<file path="src/rtl/homing_pkg.sv">
package homing_pkg;

    // register byte offsets
    localparam logic [7:0] OFF_TRIGGER     = 8'h00;
    localparam logic [7:0] OFF_METHOD      = 8'h04;
    localparam logic [7:0] OFF_LOW_SPEED   = 8'h08;
    localparam logic [7:0] OFF_HIGH_SPEED  = 8'h0C;
    localparam logic [7:0] OFF_TIME_LIMIT  = 8'h10;
    localparam logic [7:0] OFF_HOME_OFFSET = 8'h14;
    localparam logic [7:0] OFF_PULSE_SRC   = 8'h18;
    localparam logic [7:0] OFF_GEAR_COND   = 8'h1C;
    localparam logic [7:0] OFF_OFFSET_MODE = 8'h20;
    localparam logic [7:0] OFF_INDEX_POL   = 8'h24;
    localparam logic [7:0] OFF_STATUS      = 8'h28;
    localparam logic [7:0] OFF_IRQ_MASK    = 8'h2C;
    localparam logic [7:0] OFF_POSITION    = 8'h30;
    localparam logic [7:0] OFF_GEAR_REQ    = 8'h34;
    localparam logic [7:0] OFF_STATE       = 8'h38;

    // reset values
    localparam logic [2:0]  RST_TRIGGER     = 3'h0;
    localparam logic [3:0]  RST_METHOD      = 4'h0;
    localparam logic [11:0] RST_LOW_SPEED   = 12'h064;
    localparam logic [11:0] RST_HIGH_SPEED  = 12'h00A;
    localparam logic [15:0] RST_TIME_LIMIT  = 16'h2710;
    localparam logic [31:0] RST_HOME_OFFSET = 32'h0000_0000;
    localparam logic [1:0]  RST_PULSE_SRC   = 2'h0;
    localparam logic        RST_GEAR_COND   = 1'h0;
    localparam logic [1:0]  RST_OFFSET_MODE = 2'h0;
    localparam logic        RST_INDEX_POL   = 1'h1;

    // limits
    localparam logic [11:0] MAX_LOW_SPEED  = 12'hBB8;
    localparam logic [11:0] MAX_HIGH_SPEED = 12'h3E8;
    localparam logic [31:0] MAX_OFFSET     = 32'h4000_0000;
    localparam logic [31:0] MIN_OFFSET     = 32'hC000_0000;

    // timing
    localparam int CLK_HZ        = 125_000_000;
    localparam int MS_CYCLES     = CLK_HZ / 1000;
    localparam int GEAR_HOLD_US  = 2500;
    localparam int GEAR_HOLD_CYC = (CLK_HZ / 1_000_000) * GEAR_HOLD_US;

    // trigger codes
    localparam logic [2:0] TRIG_OFF        = 3'h0;
    localparam logic [2:0] TRIG_INPUT_HOME = 3'h1;
    localparam logic [2:0] TRIG_INPUT_ELEC = 3'h2;
    localparam logic [2:0] TRIG_POWER_ON   = 3'h3;
    localparam logic [2:0] TRIG_NOW        = 3'h4;
    localparam logic [2:0] TRIG_ELEC_NOW   = 3'h5;
    localparam logic [2:0] TRIG_HERE       = 3'h6;

    // status bit positions
    localparam int ST_DONE    = 0;
    localparam int ST_TIMEOUT = 1;
    localparam int ST_ELEC    = 2;

    // marker selects
    typedef enum logic [1:0] {MK_HOME_SW, MK_INDEX, MK_LIMIT, MK_END_STOP} marker_type;

endpackage

</file>
<file path="src/rtl/homing_method_decode.sv">
`timescale 1ns/1ns
module homing_method_decode
    import homing_pkg::*;
(
    input  wire logic [3:0] method,
    output marker_type      slow_marker,
    output marker_type      home_marker,
    output logic            reverse
);
    always_comb begin
        reverse     = method[0];
        slow_marker = MK_HOME_SW;
        home_marker = MK_HOME_SW;
        case (method[3:1])
            3'h0: begin
                slow_marker = MK_HOME_SW;
                home_marker = MK_HOME_SW;
            end
            3'h1: begin
                slow_marker = MK_INDEX;
                home_marker = MK_INDEX;
            end
            3'h2: begin
                slow_marker = MK_HOME_SW;
                home_marker = MK_INDEX;
            end
            3'h3: begin
                slow_marker = MK_LIMIT;
                home_marker = MK_LIMIT;
            end
            3'h4: begin
                slow_marker = MK_LIMIT;
                home_marker = MK_INDEX;
            end
            3'h5: begin
                slow_marker = MK_END_STOP;
                home_marker = MK_END_STOP;
            end
            3'h6: begin
                slow_marker = MK_END_STOP;
                home_marker = MK_INDEX;
            end
            default: begin
                slow_marker = MK_HOME_SW;
                home_marker = MK_HOME_SW;
            end
        endcase
    end
endmodule // homing_method_decode

</file>
<file path="src/rtl/homing_sequencer.sv">
`timescale 1ns/1ns
// Summary of operation
// trigger 0 disables; 1 homes on start input; 2 electrical home on start input.
// trigger 3 homes once after reset (code: checked only right after reset, when trigger is still 0); 4 homes at once when written
// (code: no run when 4 is written while the old trigger is 0).
// trigger 5 starts electrical home (code: not when 5 is written while the old trigger is 0); 6 takes present position as home.
// methods 0/1 forward/reverse, home switch slows and marks home.
// methods 2/3 forward/reverse, index pulse slows and marks home.
// methods 4/5 slow at home switch, index pulse marks home.
// method 6 forward limit switch, 7 reverse limit switch, both roles.
// methods 8/9 slow at forward/reverse limit, index pulse marks home.
// 10/11 end stop both roles; 12/13 slow at end stop, index home.
// low speed 0..3000 rpm default 100, high 0..1000 default 10.
// homing run bounded by 0..65535 ms limit, default 10000.
// signed home offset within +-1073741824, default zero.
// pulse source 0 divided feedback, 1 reference echo, 2 suppressed.
// gear change waits 2.5 ms of zero reference under condition 0.
// index output active high for 0, active low for 1.
// offset modes 0/2 absolute home coordinate, 1/3 relative offset.
// marker stops search, loads position, flags done; limit flags timeout.
module homing_sequencer
    import homing_pkg::*;
(
    input  wire logic        CORE_CLK,
    input  wire logic        RST_N,
    // axi4-lite slave
    input  wire logic [7:0]  S_AXI_AWADDR,
    input  wire logic        S_AXI_AWVALID,
    output logic             S_AXI_AWREADY,
    input  wire logic [31:0] S_AXI_WDATA,
    input  wire logic [3:0]  S_AXI_WSTRB,
    input  wire logic        S_AXI_WVALID,
    output logic             S_AXI_WREADY,
    output logic [1:0]       S_AXI_BRESP,
    output logic             S_AXI_BVALID,
    input  wire logic        S_AXI_BREADY,
    input  wire logic [7:0]  S_AXI_ARADDR,
    input  wire logic        S_AXI_ARVALID,
    output logic             S_AXI_ARREADY,
    output logic [31:0]      S_AXI_RDATA,
    output logic [1:0]       S_AXI_RRESP,
    output logic             S_AXI_RVALID,
    input  wire logic        S_AXI_RREADY,
    // field pins
    input  wire logic        HOMING_START_INPUT,
    input  wire logic        HOME_SWITCH,
    input  wire logic        FWD_LIMIT,
    input  wire logic        REV_LIMIT,
    input  wire logic        END_STOP,
    input  wire logic        ENCODER_INDEX,
    input  wire logic        ENCODER_STEP,
    input  wire logic        ENCODER_DIR,
    input  wire logic        DIVIDED_FEEDBACK,
    input  wire logic        REFERENCE_ECHO,
    input  wire logic        REFERENCE_NONZERO,
    // motion outputs
    output logic             SEARCH_ACTIVE,
    output logic             SEARCH_REVERSE,
    output logic [11:0]      SEARCH_SPEED,
    output logic             PULSE_OUT,
    output logic             INDEX_OUT,
    output logic             GEAR_SELECT,
    output logic             IRQ
);

    ////////////////////////////////////////////////////////////////////////
    typedef enum logic [1:0] {IDLE, FAST, SLOW} phase_type;

    typedef struct packed {
        logic        awready;
        logic        wready;
        logic        bvalid;
        logic        arready;
        logic        rvalid;
        logic [31:0] rdata;
        logic [2:0]  homing_trigger_select;
        logic [3:0]  homing_method_select;
        logic [11:0] homing_low_speed;
        logic [11:0] homing_high_speed;
        logic [15:0] homing_time_limit;
        logic [31:0] home_offset_value;
        logic [1:0]  pulse_output_source_select;
        logic        gear_switch_condition;
        logic [1:0]  home_offset_handling_select;
        logic        index_output_polarity;
        logic [2:0]  status;
        logic [2:0]  mask;
        logic        irq;
        logic        powerup_pending;
        logic        start_prev;
        phase_type   phase;
        logic [16:0] ms_count;
        logic [16:0] ms_elapsed;
        logic [31:0] position;
        logic        gear_req;
        logic        gear_select;
        logic [18:0] zero_count;
        logic        search_reverse;
        logic [11:0] search_speed;
        logic        pulse_out;
        logic        index_out;
    } state_type;

    state_type cur;
    state_type nxt;

    logic [10:0] pins;
    marker_type  slow_marker;
    marker_type  home_marker;
    logic        reverse;

    sync2 #(
        .WIDTH (11)
    ) u_sync (
        .clk   (CORE_CLK),
        .rst_n (RST_N),
        .d     ({HOMING_START_INPUT, HOME_SWITCH, FWD_LIMIT, REV_LIMIT, END_STOP,
                 ENCODER_INDEX, ENCODER_STEP, ENCODER_DIR, DIVIDED_FEEDBACK,
                 REFERENCE_ECHO, REFERENCE_NONZERO}),
        .q     (pins)
    );

    homing_method_decode u_decode (
        .method      (cur.homing_method_select),
        .slow_marker (slow_marker),
        .home_marker (home_marker),
        .reverse     (reverse)
    );

    wire start_in  = pins[10];
    wire home_sw   = pins[9];
    wire fwd_lim   = pins[8];
    wire rev_lim   = pins[7];
    wire end_stop  = pins[6];
    wire index_in  = pins[5];
    wire enc_step  = pins[4];
    wire enc_dir   = pins[3];
    wire div_fb    = pins[2];
    wire ref_echo  = pins[1];
    wire ref_nz    = pins[0];

    ////////////////////////////////////////////////////////////////////////
    function automatic logic marker_seen(input marker_type mk, input logic rev,
                                         input logic [3:0] sw);
        // sw = {home, fwd, rev, end stop} ; index handled by caller
        case (mk)
            MK_HOME_SW:  marker_seen = sw[3];
            MK_LIMIT:    marker_seen = rev ? sw[1] : sw[2];
            MK_END_STOP: marker_seen = sw[0];
            default:     marker_seen = 1'b0;
        endcase
    endfunction

    function automatic logic [31:0] merge(input logic [31:0] old, input logic [31:0] wd,
                                          input logic [3:0] strb);
        for (int i = 0; i < 4; i++) begin
            merge[i*8 +: 8] = strb[i] ? wd[i*8 +: 8] : old[i*8 +: 8];
        end
    endfunction

    function automatic logic [11:0] clamp12(input logic [31:0] v, input logic [11:0] top);
        clamp12 = (v > {20'h0, top}) ? top : v[11:0];
    endfunction

    ////////////////////////////////////////////////////////////////////////
    logic [3:0]  sw_vec;
    logic        slow_hit;
    logic        home_hit;
    logic        do_write;
    logic        do_read;
    logic [31:0] wval;
    logic [31:0] offs;
    logic        run_req;
    logic        elec_req;
    logic        here_req;
    logic        start_rise;

    always_comb begin
        nxt        = cur;
        sw_vec     = {home_sw, fwd_lim, rev_lim, end_stop};
        slow_hit   = (slow_marker == MK_INDEX) ? index_in
                                               : marker_seen(slow_marker, reverse, sw_vec);
        home_hit   = (home_marker == MK_INDEX) ? index_in
                                               : marker_seen(home_marker, reverse, sw_vec);
        do_write   = cur.awready && cur.wready;
        do_read    = cur.arready;
        wval       = 32'h0;
        offs       = cur.home_offset_value;
        run_req    = 1'b0;
        elec_req   = 1'b0;
        here_req   = 1'b0;
        start_rise = start_in && !cur.start_prev;
        nxt.start_prev = start_in;

        // write channel: take address and data together, then answer
        nxt.awready = !cur.awready && !cur.bvalid && S_AXI_AWVALID && S_AXI_WVALID;
        nxt.wready  = nxt.awready;
        if (cur.bvalid && S_AXI_BREADY) begin
            nxt.bvalid = 1'b0;
        end
        if (do_write) begin
            nxt.bvalid = 1'b1;
            wval = merge(32'h0, S_AXI_WDATA, S_AXI_WSTRB);
            case (S_AXI_AWADDR)
                OFF_TRIGGER: begin
                    nxt.homing_trigger_select = wval[2:0];
                    case (wval[2:0])
                        TRIG_NOW:      run_req  = 1'b1;
                        TRIG_ELEC_NOW: elec_req = 1'b1;
                        TRIG_HERE:     here_req = 1'b1;
                        default:       run_req  = 1'b0;
                    endcase
                end
                OFF_METHOD:     nxt.homing_method_select = (wval[3:0] > 4'hD) ? 4'hD : wval[3:0];
                OFF_LOW_SPEED:  nxt.homing_low_speed  = clamp12(wval, MAX_LOW_SPEED);
                OFF_HIGH_SPEED: nxt.homing_high_speed = clamp12(wval, MAX_HIGH_SPEED);
                OFF_TIME_LIMIT: nxt.homing_time_limit = wval[15:0];
                OFF_HOME_OFFSET: begin
                    wval = merge(cur.home_offset_value, S_AXI_WDATA, S_AXI_WSTRB);
                    if ($signed(wval) > $signed(MAX_OFFSET)) begin
                        nxt.home_offset_value = MAX_OFFSET;
                    end else if ($signed(wval) < $signed(MIN_OFFSET)) begin
                        nxt.home_offset_value = MIN_OFFSET;
                    end else begin
                        nxt.home_offset_value = wval;
                    end
                end
                OFF_PULSE_SRC:   nxt.pulse_output_source_select = wval[1:0];
                OFF_GEAR_COND:   nxt.gear_switch_condition = wval[0];
                OFF_OFFSET_MODE: nxt.home_offset_handling_select = wval[1:0];
                OFF_INDEX_POL:   nxt.index_output_polarity = wval[0];
                OFF_STATUS:      nxt.status = cur.status & ~wval[2:0];
                OFF_IRQ_MASK:    nxt.mask = wval[2:0];
                OFF_GEAR_REQ:    nxt.gear_req = wval[0];
                default:         nxt.bvalid = 1'b1;
            endcase
        end

        // read channel
        nxt.arready = !cur.arready && !cur.rvalid && S_AXI_ARVALID;
        if (cur.rvalid && S_AXI_RREADY) begin
            nxt.rvalid = 1'b0;
        end
        if (do_read) begin
            nxt.rvalid = 1'b1;
            case (S_AXI_ARADDR)
                OFF_TRIGGER:     nxt.rdata = {29'h0, cur.homing_trigger_select};
                OFF_METHOD:      nxt.rdata = {28'h0, cur.homing_method_select};
                OFF_LOW_SPEED:   nxt.rdata = {20'h0, cur.homing_low_speed};
                OFF_HIGH_SPEED:  nxt.rdata = {20'h0, cur.homing_high_speed};
                OFF_TIME_LIMIT:  nxt.rdata = {16'h0, cur.homing_time_limit};
                OFF_HOME_OFFSET: nxt.rdata = cur.home_offset_value;
                OFF_PULSE_SRC:   nxt.rdata = {30'h0, cur.pulse_output_source_select};
                OFF_GEAR_COND:   nxt.rdata = {31'h0, cur.gear_switch_condition};
                OFF_OFFSET_MODE: nxt.rdata = {30'h0, cur.home_offset_handling_select};
                OFF_INDEX_POL:   nxt.rdata = {31'h0, cur.index_output_polarity};
                OFF_STATUS:      nxt.rdata = {29'h0, cur.status};
                OFF_IRQ_MASK:    nxt.rdata = {29'h0, cur.mask};
                OFF_POSITION:    nxt.rdata = cur.position;
                OFF_GEAR_REQ:    nxt.rdata = {30'h0, cur.gear_select, cur.gear_req};
                OFF_STATE:       nxt.rdata = {30'h0, cur.phase};
                default:         nxt.rdata = 32'h0;
            endcase
        end

        // trigger sources
        if (start_rise && cur.homing_trigger_select == TRIG_INPUT_HOME) begin
            run_req = 1'b1;
        end
        if (start_rise && cur.homing_trigger_select == TRIG_INPUT_ELEC) begin
            elec_req = 1'b1;
        end
        if (cur.powerup_pending) begin
            nxt.powerup_pending = 1'b0;
            if (cur.homing_trigger_select == TRIG_POWER_ON) begin
                run_req = 1'b1;
            end
        end
        if (cur.homing_trigger_select == TRIG_OFF) begin
            run_req  = 1'b0;
            elec_req = 1'b0;
        end

        // position counter from encoder steps
        if (enc_step) begin
            nxt.position = enc_dir ? cur.position - 32'h1 : cur.position + 32'h1;
        end

        // home offset: absolute for modes 0/2, relative for 1/3
        if (cur.home_offset_handling_select[0]) begin
            offs = cur.position + cur.home_offset_value;
        end

        // electrical home moves to the stored home instantly here; the drive's
        // profile generator does the physical move
        if (elec_req) begin
            nxt.position = 32'h0;
            nxt.status[ST_ELEC] = 1'b1;
        end
        if (here_req) begin
            nxt.position = offs;
            nxt.status[ST_DONE] = 1'b1;
        end

        // search sequence
        nxt.ms_count = (cur.ms_count == 17'(MS_CYCLES - 1)) ? 17'h0 : cur.ms_count + 17'h1;
        case (cur.phase)
            IDLE: begin
                if (run_req) begin
                    nxt.phase          = FAST;
                    nxt.ms_count       = 17'h0;
                    nxt.ms_elapsed     = 17'h0;
                    nxt.search_reverse = reverse;
                end
            end
            FAST, SLOW: begin
                if (cur.ms_count == 17'(MS_CYCLES - 1)) begin
                    nxt.ms_elapsed = cur.ms_elapsed + 17'h1;
                end
                if (cur.phase == FAST && slow_hit) begin
                    nxt.phase = SLOW;
                end
                if (home_hit && (cur.phase == SLOW || slow_marker == home_marker)) begin
                    nxt.phase = IDLE;
                    nxt.position = offs;
                    nxt.status[ST_DONE] = 1'b1;
                end else if (cur.ms_elapsed >= {1'b0, cur.homing_time_limit}) begin
                    nxt.phase = IDLE;
                    nxt.status[ST_TIMEOUT] = 1'b1;
                end
            end
            default: nxt.phase = IDLE;
        endcase
        nxt.search_speed = (nxt.phase == FAST) ? cur.homing_high_speed :
                           (nxt.phase == SLOW) ? cur.homing_low_speed : 12'h0;

        // gear ratio switchover
        nxt.zero_count = ref_nz ? 19'h0 :
                         (cur.zero_count == 19'(GEAR_HOLD_CYC)) ? cur.zero_count
                                                                : cur.zero_count + 19'h1;
        if (cur.gear_switch_condition || cur.zero_count == 19'(GEAR_HOLD_CYC)) begin
            nxt.gear_select = cur.gear_req;
        end

        // pulse output and index polarity
        case (cur.pulse_output_source_select)
            2'h0:    nxt.pulse_out = div_fb;
            2'h1:    nxt.pulse_out = ref_echo;
            default: nxt.pulse_out = 1'b0;
        endcase
        nxt.index_out = index_in ^ cur.index_output_polarity;

        nxt.irq = |(nxt.status & cur.mask);
    end

    always_ff @(posedge CORE_CLK or negedge RST_N) begin
        if (!RST_N) begin
            cur <= '{
                homing_trigger_select:       RST_TRIGGER,
                homing_method_select:        RST_METHOD,
                homing_low_speed:            RST_LOW_SPEED,
                homing_high_speed:           RST_HIGH_SPEED,
                homing_time_limit:           RST_TIME_LIMIT,
                home_offset_value:           RST_HOME_OFFSET,
                pulse_output_source_select:  RST_PULSE_SRC,
                gear_switch_condition:       RST_GEAR_COND,
                home_offset_handling_select: RST_OFFSET_MODE,
                index_output_polarity:       RST_INDEX_POL,
                powerup_pending:             1'b1,
                index_out:                   1'b1,
                phase:                       IDLE,
                default:                     '0
            };
        end else begin
            cur <= nxt;
        end
    end

    ////////////////////////////////////////////////////////////////////////
    assign S_AXI_AWREADY  = cur.awready;
    assign S_AXI_WREADY   = cur.wready;
    assign S_AXI_BRESP    = 2'h0;
    assign S_AXI_BVALID   = cur.bvalid;
    assign S_AXI_ARREADY  = cur.arready;
    assign S_AXI_RDATA    = cur.rdata;
    assign S_AXI_RRESP    = 2'h0;
    assign S_AXI_RVALID   = cur.rvalid;
    assign SEARCH_ACTIVE  = (cur.phase != IDLE);
    assign SEARCH_REVERSE = cur.search_reverse;
    assign SEARCH_SPEED   = cur.search_speed;
    assign PULSE_OUT      = cur.pulse_out;
    assign INDEX_OUT      = cur.index_out;
    assign GEAR_SELECT    = cur.gear_select;
    assign IRQ            = cur.irq;

endmodule // homing_sequencer

</file>
<file path="src/rtl/sync2.sv">
`timescale 1ns/1ns
module sync2 #(
    parameter int WIDTH = 1
) (
    input  wire logic             clk,
    input  wire logic             rst_n,
    input  wire logic [WIDTH-1:0] d,
    output logic      [WIDTH-1:0] q
);
    logic [WIDTH-1:0] meta;

    always_ff @(posedge clk or negedge rst_n) begin
        if (!rst_n) begin
            meta <= '0;
            q    <= '0;
        end else begin
            meta <= d;
            q    <= meta;
        end
    end
endmodule // sync2
</file>
<file path="config.mk">
export PLATFORM = sky130hd
export DESIGN_NAME = homing_sequencer
export DESIGN_NICKNAME = d
export VERILOG_FILES = /design/src/rtl/homing_pkg.sv /design/src/rtl/homing_method_decode.sv /design/src/rtl/homing_sequencer.sv /design/src/rtl/sync2.sv
export SDC_FILE = /design/constraint.sdc
export NUM_CORES = 1
export LEC_CHECK = 0
export BUFFER_PORTS_ARGS = -buffer_cell sky130_fd_sc_hd__clkbuf_2
export CORE_MARGIN = 4
export CORE_UTILIZATION = 45
export DETAILED_ROUTE_END_ITERATION = 8
export GPL_ROUTABILITY_DRIVEN = 0
export GPL_TIMING_DRIVEN = 0
export PLACE_DENSITY = 0.71
export SYNTH_ARGS = -nofsm -noshare
export SYNTH_HDL_FRONTEND = slang
export SYNTH_SLANG_ARGS = --single-unit
</file>
<file path="constraint.sdc">
create_clock -name CORE_CLK -period 7.3 [get_ports CORE_CLK]
set_input_delay 0.73 -clock CORE_CLK [delete_from_list [all_inputs] [get_ports CORE_CLK]]
set_output_delay 0.73 -clock CORE_CLK [all_outputs]
set_load 0.02 [all_outputs]
</file>
==> flow_summary.ini, run 1 <==
[floorplan]
core_um2 = 34460
rows = 68
num_io_pins = 129
start_util_pct = 45.51
die_w_um = 194.7
die_height_um = 194.7
dieArea_um2 = 37900

[timing]
finalClockSkew_ns = 0.04671
hold_violations = 0
fin_tns_setup_ns = 0
finalSetupViolations = 0
fin_ws_ns = 2.811
tightest_slew_ns = 1.354
fin_crit_sh_pct = 61.50
fmax_ghz = 0.2228
final-max-slew-violation-count = 0
rsz0062_at_grt = no
relSlewSlack_pct = 9.740
finalCriticalPeriod_ns = 4.489

[clock_tree]
clk-insertion-delay-late_ns = 0.60
tritoncts = yes
holdBufCountCts = 0
htreeDepth = 1
cts_buffers = 28
post_cts_resized = 0
path_clk_slew_ns = 0.06
cts_sinks = 256
cts-root-buf = clkbuf_16
clock_path_buffers = 3
postCtsSetupBuffers = 0

[global_route]
grt_overflow = 0
grt_pass1_wl_um = 74730
grt_pass1_vias = 13750
grt_start_max_net_pins = 98
antenna_found_initial = 4
grt_use_total_pct = 24.31

[min_path]
hold_path.class = in -> async

[logic_synthesis]
yosysWarnings = 0
async_reset_ff_share_pct = 100.0
synthesis.area_um2 = 15680
syn_inst = 1703
synth_edf_count = 0
ys_ff_latch = 256
yosys-top-cells-area = dfrtp_1 (39%), ha_1 (6.8%), nor2_1 (3.5%)
seq_area_frac_synth_pct = 40.95
synth_ff_type = dfrtp_1
synth_cell_type_count = 84
synth_top_area_share_pct = 38.77
synth_top_area_cell = dfrtp_1
syn_avg_cell_area_um2 = 9.209

[routing]
wl_met2_um = 22100
routed_via_density = 5.972
dr.max_layer_used = met5
vias = 13950
drc = 0
wl_met1_um = 19160
wl_met3_um = 4005
wl_per_cell_um = 20.32
drt-total-wl_um = 47480
ant_nets = 0
drtIter0Drc = 1420
dr.pass1.iters = 6

[worst_setup_path]
cpLargestDelayFamily = flip-flops
arrival_ns = 4.91
cp.required_ns = 7.72
critPathSlowestCell = dfrtp_1
end_kind = flip-flop
worst-path-buf-inv = 1
startpoint_type = flip-flop
max_stage_delay_ns = 1.22
critical_path_class = reg -> reg
cpMostUsedCell = o31ai_1
crit_chain = inv_1 -> fa_1 -> nor2b_1 -> o2111a_1 -> o31ai_1 -> nor4_1 -> nor3_1 -> o31ai_1 -> nand2_1 -> xnor2_1 -> a222oi_1 -> o21ai_0
cp_max_fo = 32

[place]
placed_area_um2 = 16930
dp_hpwl_um = 35020
post-place-ws_ns = 2.992
place.port_buffers = 119

[finish]
area_growth_pct = 14.27
drive_gt1_share_pct = 14.46
antenna_cells = 0
fillers = 3176
final_area_um2 = 17920
nNetsFinal = 2016

[flow_run]
max_cap_viol_count = 0

[pwr]
peakVddDrop_mv = 0.1985
power.density_nw_per_um2 = 273.1
p_leak_nw = 8.212

[status]
status = completed
-- path summary, 6_finish.rpt --
| kind | startpoint | end | slack, ns | cells after the start |
|---|---|---|---|---|
| min in group CORE_CLK | REFERENCE_NONZERO | u_sync.meta[0] | 0.24 | 1 |
| worst max register to register | u_sync.q[3] | cur[64] | 2.81 | 12 |
| worst min register to register | u_sync.meta[9] | u_sync.q[9] | 0.35 | 0 |
| worst max-delay path | u_sync.q[3] | cur[64] | 2.81 | 12 |
| max in group asynchronous | RST_N | S_AXI_RDATA[23] | 6.14 | 2 |
| worst min-delay path | RST_N | cur[196] | 0.18 | 1 |
-- state kept, by name, indices dropped and copies added, names as in the netlist --
register and cells:
SEARCH_REVERSE 1, u_sync.q 11, cur 181, S_AXI_RVALID 1
S_AXI_RDATA 32, IRQ 1, u_sync.meta 11, S_AXI_ARREADY 1
S_AXI_BVALID 1, GEAR_SELECT 1, SEARCH_SPEED 12, PULSE_OUT 1
INDEX_OUT 1, S_AXI_WREADY 1
-- per-layer routing --
metal | global-route usage (%) | up-vias
met3 | 5.044 | 148
met1 | 31.67 | 6677
met2 | 39.92 | 655
met5 | 0 | -
met4 | 9.505 | 8
li1 | - | 6462
-- synth_stat cells, types with 16 or more instances --
| master | count |
|---|---|
| a21o_1 | 31 |
| a21oi_1 | 105 |
| a22o_1 | 50 |
| a22oi_1 | 22 |
| a31oi_1 | 17 |
| and3_1 | 22 |
| buf_4 | 49 |
| clkbuf_1 | 52 |
| dfrtp_1 | 243 |
| ha_1 | 85 |
| inv_1 | 87 |
| mux2i_1 | 26 |
| nand2_1 | 144 |
| nand3_1 | 40 |
| nand4_1 | 18 |
| nor2_1 | 146 |
| nor2b_1 | 17 |
| nor3_1 | 33 |
| o21a_1 | 16 |
| o21ai_0 | 103 |
| o22ai_1 | 49 |
| or3_1 | 17 |
| xnor2_1 | 45 |
| xor2_1 | 47 |
-- cell families (layout without fill, tap and decap cells) --
group	after synthesis	in the layout	synth area share [%]
AOI/OAI and AO/OA	501	501	21.45
xor gates and xnor gates	92	92	5.138
adders and majority gates	87	87	7.037
buffers and inverters	204	378	6.127
DFF	256	256	40.95
muxes	42	42	3.024
other	1	5	0.02391
and+or+nand+nor	520	520	16.25
-- through the flow --
step                      hold WS [ns]  power, mW  instances  utilization [%]
after floorplan                 0.3312      2.955       1707                -
final                           0.1805      4.894       2336            52.01
after CTS                       0.1891      4.881       2335            51.99
after global placement          0.3325      3.317       2281            48.94
after global routing            0.2146      5.178       2336            52.01
after detailed placement        0.3347      3.368       2283            49.12
-- power breakdown --
part,switching (mW),total (mW),internal (mW),leakage [nW]
combinational,0.933,1.63,0.702,4.39
clock,0.610,1.49,0.881,0.481
sequential,0.206,1.77,1.56,3.35
-- placed cells by master, fill, tap and decap left out, types with 40 or more instances in the layout --
master / count
xor2_1: 47
clkbuf_1: 56
ha_1: 85
nand3_1: 40
xnor2_1: 45
o22ai_1: 49
a21oi_1: 105
clkbuf_2: 118
dfrtp_1: 243
nand2_1: 144
inv_1: 87
a22o_1: 50
o21ai_0: 103
nor2_1: 146
buf_4: 50
-- area by class of cell --
| type | count | area (um^2) | area share [%] |
|---|---|---|---|
| plain buffers | 115 | 626.9 | 3.498 |
| clock buffers | 42 | 853.3 | 4.762 |
| clock inverters | 10 | 133.9 | 0.7470 |
| inverters | 89 | 334.1 | 1.864 |
| multi-input cells | 1247 | 8314 | 46.39 |
| flip-flops and latches | 256 | 6422 | 35.84 |
| well taps | 455 | 569.3 | 3.177 |
| repair buffers | 122 | 666.9 | 3.721 |
-- worst register-to-register path, cell delays in order, from the launching register on --
cell	delay, ns
dfrtp_1	1.22
inv_1	0.20
fa_1	0.44
nor2b_1	0.23
o2111a_1	0.24
o31ai_1	0.16
nor4_1	0.55
nor3_1	0.23
o31ai_1	0.38
nand2_1	0.14
xnor2_1	0.16
a222oi_1	0.26
o21ai_0	0.15
Power figures use the tool's default switching activity.
==> inputs of run 2 (changes only) <==
- clock period: 7.3 -> 4.2 ns (I/O delays scaled with it)
==> run 2 against run 1 <==
Core utilization increased by 0.37 points. Count of clock-buffer cells in the layout is the same. Cell area grew 0.72%. Critical path type unchanged. Largest power group unchanged.
==> flow_summary.ini, run 2 (synthesis results as in run 1) <==
[timing]
tightest_slew_ns = 1.057
hold_violations = 0
finalCriticalPeriod_ns = 3.925
final-max-slew-violation-count = 0
fin_crit_sh_pct = 93.46
rsz0062_at_grt = no
fmax_ghz = 0.2548
finalSetupViolations = 0
finalClockSkew_ns = 0.04684
whs_ns = 0.03246
relSlewSlack_pct = 28.85

[pwr]
p_leak_nw = 8.263
peakVddDrop_mv = 0.3491
total_power_mw = 8.522
power.internal_mw = 5.476
switching_power_mw = 3.046
p_seq_share_pct = 36.1
p_comb_share_pct = 33.5
power.density_nw_per_um2 = 472.1
clkPwrFrac_pct = 30.4
sw_frac_of_total_pct = 35.74

[worst_setup_path]
arrival_ns = 4.33
cp.required_ns = 4.60
critPathSlowestCell = a2111oi_2
startpoint = cur[36]
cp_max_fo = 6
critical_path_class = reg -> reg
endpoint = cur[62]
rr_worst_depth = 12
r2r-end = cur[62]
r2r_setup_slack_ns = 0.27
max_stage_delay_ns = 0.56
timing.rr.start = cur[36]
crit_chain = ha_1 -> inv_1 -> fa_1 -> nand2b_1 -> a21oi_1 -> o211ai_1 -> a2111oi_2 -> nor4_1 -> o31ai_2 -> xor2_1 -> a222oi_1 -> o21ai_0
startpoint_type = flip-flop
end_kind = flip-flop

[routing]
wl_per_cell_um = 20.28
drc = 0
routed_via_density = 5.979
dr.pass1.iters = 7
drt-total-wl_um = 47610
ant_nets = 0
vias = 14040
drtIter0Drc = 1496

[finish]
layout_common_cells = dfrtp_1 (242), nor2_1 (146), nand2_1 (144), clkbuf_2 (118), a21oi_1 (105)
fin_cells = 2348
antenna_cells = 0
area_growth_pct = 15.09
layout_commonest_cell = dfrtp_1
largest_register_ffs = 181
drive_gt1_share_pct = 14.47
nNetsFinal = 2028
finalCoreUtilization_pct = 52.38
regMostFlops = cur

[global_route]
grt_pass1_vias = 13810
grt_use_total_pct = 24.42
grt_pass1_wl_um = 75090
antenna_found_initial = 4
grt_start_max_net_pins = 98
grt_overflow = 0

[clock_tree]
clock_path_buffers = 3
postCtsSetupBuffers = 0
cts_buffers = 28
cts-root-buf = clkbuf_16
clk-insertion-delay-late_ns = 0.60
path_clk_slew_ns = 0.06
tritoncts = yes
cts_sinks = 256
htreeDepth = 1

[status]
status = completed

[min_path]
hold_path.class = in -> reg

[place]
place.port_buffers = 119
dp.cells = 2283
dp_hpwl_um = 35020

[floorplan]
num_io_pins = 129
dieArea_um2 = 37900
die_w_um = 194.7
core_um2 = 34460
start_util_pct = 45.51
die_height_um = 194.7
rows = 68

[flow_run]
max_cap_viol_count = 0
[run 2: changes by cell type in the layout (fill, tap and decap cells not counted)]
cell,delta
dlygate4sd3_1,+12
dfrtp_1,-1
dfrtp_4,+1
o31ai_1,-1
o31ai_2,+1
[run 2: cell type report]
type / instances / area, um^2
clock buffers: 42 / 853.3
repair buffers: 134 / 787.0
fillers: 3161 / 16410
plain buffers: 115 / 626.9
clock inverters: 10 / 133.9
multi-input cells: 1247 / 8319
flip-flops and latches: 256 / 6426
well taps: 455 / 569.3
inverters: 89 / 334.1
[run 2: how the worst min path moves through the flow]
stage                               from            to  slack, ns  depth (start not counted)
after global placement    u_sync.meta[8]   u_sync.q[8]       0.33                          0
after global routing        S_AXI_WVALID  S_AXI_WREADY       0.05                          3
after detailed placement  u_sync.meta[9]   u_sync.q[9]       0.33                          0
final                      S_AXI_AWVALID  S_AXI_WREADY       0.03                          3
after floorplan                    RST_N   GEAR_SELECT       0.12                          0
after CTS                  S_AXI_AWVALID  S_AXI_WREADY      0.004                          3
[run 2: per-layer routing]
metal,routed length (um),up-vias,share of wire (%),GRT usage (%)
li1,-,6494,-,-
met3,4025,149,8.5,5.079
met5,60,-,0.13,0
met2,22340,657,47,40.16
met1,19060,6731,40,31.78
met4,2123,8,4.5,9.505
[run 2: worst max-delay path: cells and delay by family, from the launching register on]
kind | cells | cell delay (ns)
compound gates | 6 | 2.06
xor+xnor | 1 | 0.11
fa+ha+maj | 2 | 0.65
buf+inv | 1 | 0.07
flops | 1 | 0.55
simple gates | 2 | 0.33
[run 2: stage by stage]
stage / setup TNS, ns / setup slack [ns] / instance area (um^2)
2_1_floorplan: 0 / 0.8942 / 15700
3_3_place_gp: -614.56 / -2.515 / 16860
3_5_place_dp: -0.1755 / -0.1082 / 16930
4_1_cts: 0 / 0.2505 / 18030
5_1_grt: 0 / 0.08001 / 18050
6_report: 0 / 0.2749 / 18050
[run 2: timing repair]
item | in CTS | in global routing
setup endpoints to repair | 2 | 3
hold buffers | 12 | 0
endpoints found under the hold margin | 82 | 0
cloned | 0 | 0
resized for setup | 1 | 2
[run 2: power by group through the flow]
| stage | Combinational (mW) | Clock [mW] | Sequential (mW) |
|---|---|---|---|
| after detailed placement | 2.75 | 0 | 3.10 |
| final | 2.85 | 2.59 | 3.08 |
| after floorplan | 2.16 | 0 | 2.98 |
| after global placement | 2.67 | 0 | 3.09 |
| after global routing | 3.16 | 2.75 | 3.10 |
| after CTS | 2.79 | 2.64 | 3.06 |
==> inputs of run 3 (changes only) <==
- CELL_PAD_IN_SITES_DETAIL_PLACEMENT: unset -> 1
- CELL_PAD_IN_SITES_GLOBAL_PLACEMENT: unset -> 1
- HOLD_SLACK_MARGIN: unset -> 0.05
- PLACE_DENSITY: 0.71 -> 0.86
==> run 3 against run 2 <==
Cell area up 0.73%. Via count up 3.4%. Combinational power up 5%. Critical path depth down 4. Sequential power about the same. Worst hold slack better by 0.045 ns. Non-clock buffer count up 2. Global-route usage up 3.6 points. Flip-flop and latch count unchanged. Die area unchanged. Largest cell class unchanged.
==> flow_summary.ini, run 3 (synthesis results as in run 1) <==
[place]
dp_hpwl_um = 39990
place.port_buffers = 119
dp.cells = 2283
post-place-ws_ns = -0.2629

[routing]
routed_via_density = 6.166
wl_per_cell_um = 23.16
drtIter0Drc = 1216
vias = 14520
dr.pass1.iters = 6
ant_nets = 0
drt-total-wl_um = 54510
drc = 0

[worst_setup_path]
cpLargestDelayFamily = simple AND/OR/NAND/NOR gates
critical_path_class = reg -> reg
max_stage_delay_ns = 0.90
crit_chain = nor3b_1 -> nand3b_1 -> nor3_2 -> o311ai_0 -> nor2_1 -> inv_1 -> o21ai_1 -> a22o_1
critPathSlowestCell = nor3_2
end_kind = flip-flop
arrival_ns = 4.50
cp_max_fo = 9
startpoint_type = flip-flop
worst-path-buf-inv = 1
cp.required_ns = 4.71

[global_route]
grt_pass1_vias = 15570
grt_use_total_pct = 28.05
grt_pass1_wl_um = 86610
grt_start_max_net_pins = 97
antenna_found_initial = 0
grt_overflow = 0

[timing]
whs_ns = 0.07761
final-max-slew-violation-count = 0
fin_crit_sh_pct = 94.99
relSlewSlack_pct = 28.34
finalSetupViolations = 0
tightest_slew_ns = 1.069
rsz0062_at_grt = no
hold_violations = 0
fin_ws_ns = 0.2104
fmax_ghz = 0.2507
finalCriticalPeriod_ns = 3.990
finalClockSkew_ns = 0.03850

[status]
status = completed

[clock_tree]
postCtsSetupBuffers = 0
cts_buffers = 30
tritoncts = yes
clock_path_buffers = 3
cts-root-buf = clkbuf_16
htreeDepth = 1
clk-insertion-delay-late_ns = 0.60
path_clk_slew_ns = 0.06
cts_sinks = 256

[floorplan]
die_height_um = 194.7
die_w_um = 194.7
start_util_pct = 45.51
rows = 68
dieArea_um2 = 37900
num_io_pins = 129
core_um2 = 34460

[min_path]
hold_path.class = in -> reg

[pwr]
p_leak_nw = 8.308
total_power_mw = 8.897
peakVddDrop_mv = 0.3608
power.density_nw_per_um2 = 489.3

[finish]
fin_cells = 2354
largest_register_ffs = 181
regMostFlops = cur
drive_gt1_share_pct = 14.85
antenna_cells = 0
layout_common_cells = dfrtp_1 (242), nor2_1 (146), nand2_1 (144), clkbuf_2 (118), a21oi_1 (104)
nNetsFinal = 2032
area_growth_pct = 15.94
layout_commonest_cell = dfrtp_1

[flow_run]
max_cap_viol_count = 0
run 3: cell count changes in the layout (fill, tap and decap cells not counted), sizes merged:
cell	change
clkbuf	-4
dlygate4sd3	+3
clkinv	+4
clkinvlp	+1
bufinv	+2
buf	-1
inv	+1
run 3: metal layers:
layer / routed length [um] / vias up / track usage [%]
met2: 25420 / 623 / 45.38
li1: - / 6503 / -
met5: 0 / - / 0
met1: 23150 / 7240 / 38.42
met3: 3966 / 149 / 4.524
met4: 1982 / 0 / 9.922
run 3: final timing paths:
kind / depth (start not counted) / slack, ns / to / startpoint
min reg2reg: 0 / 0.34 / u_sync.q[1] / u_sync.meta[1]
max reg2reg: 8 / 0.21 / cur[147] / S_AXI_WREADY
max: 8 / 0.21 / cur[147] / S_AXI_WREADY
min in group asynchronous: 2 / 0.45 / u_sync.q[0] / RST_N
min: 3 / 0.08 / S_AXI_BVALID / S_AXI_BREADY
max in group asynchronous: 3 / 2.73 / u_sync.q[3] / RST_N
run 3: cell type report:
| cell class | instances | area [um^2] |
|---|---|---|
| clock inverter | 18 | 234.0 |
| fill | 3988 | 16280 |
| sequential | 256 | 6426 |
| multi-input combinational | 1247 | 8352 |
| tap | 455 | 569.3 |
| clock buffer | 38 | 830.8 |
| timing repair buffer | 136 | 809.5 |
| buffer | 115 | 626.9 |
| inverter | 89 | 334.1 |
run 3: report_power, final:
group / switching, mW / internal [mW] / total, mW
Combinational: 1.76 / 1.24 / 3.00
Sequential: 0.375 / 2.72 / 3.09
Clock: 1.15 / 1.66 / 2.81
run 3: what timing repair did:
| item | CTS | global route |
|---|---|---|
| resized for setup | 1 | 7 |
| hold buffers | 15 | 0 |
| setup endpoints to repair | 2 | 8 |
| hold endpoints to repair | 105 | 0 |
run 3: through the flow:
step           instance area, um^2  util, %  TNS, ns
2_1_floorplan                15700        -        0
3_3_place_gp                 16860    48.94  -629.56
3_5_place_dp                 16930    49.12  -0.4323
4_1_cts                      18140    52.65        0
5_1_grt                      18180    52.77        0
6_report                     18180    52.77        0
run 3: worst min-delay path, delay by kind of cell:
kind            cells  cell delay, ns
buf+inv             2            0.12
compound gates      1            0.10
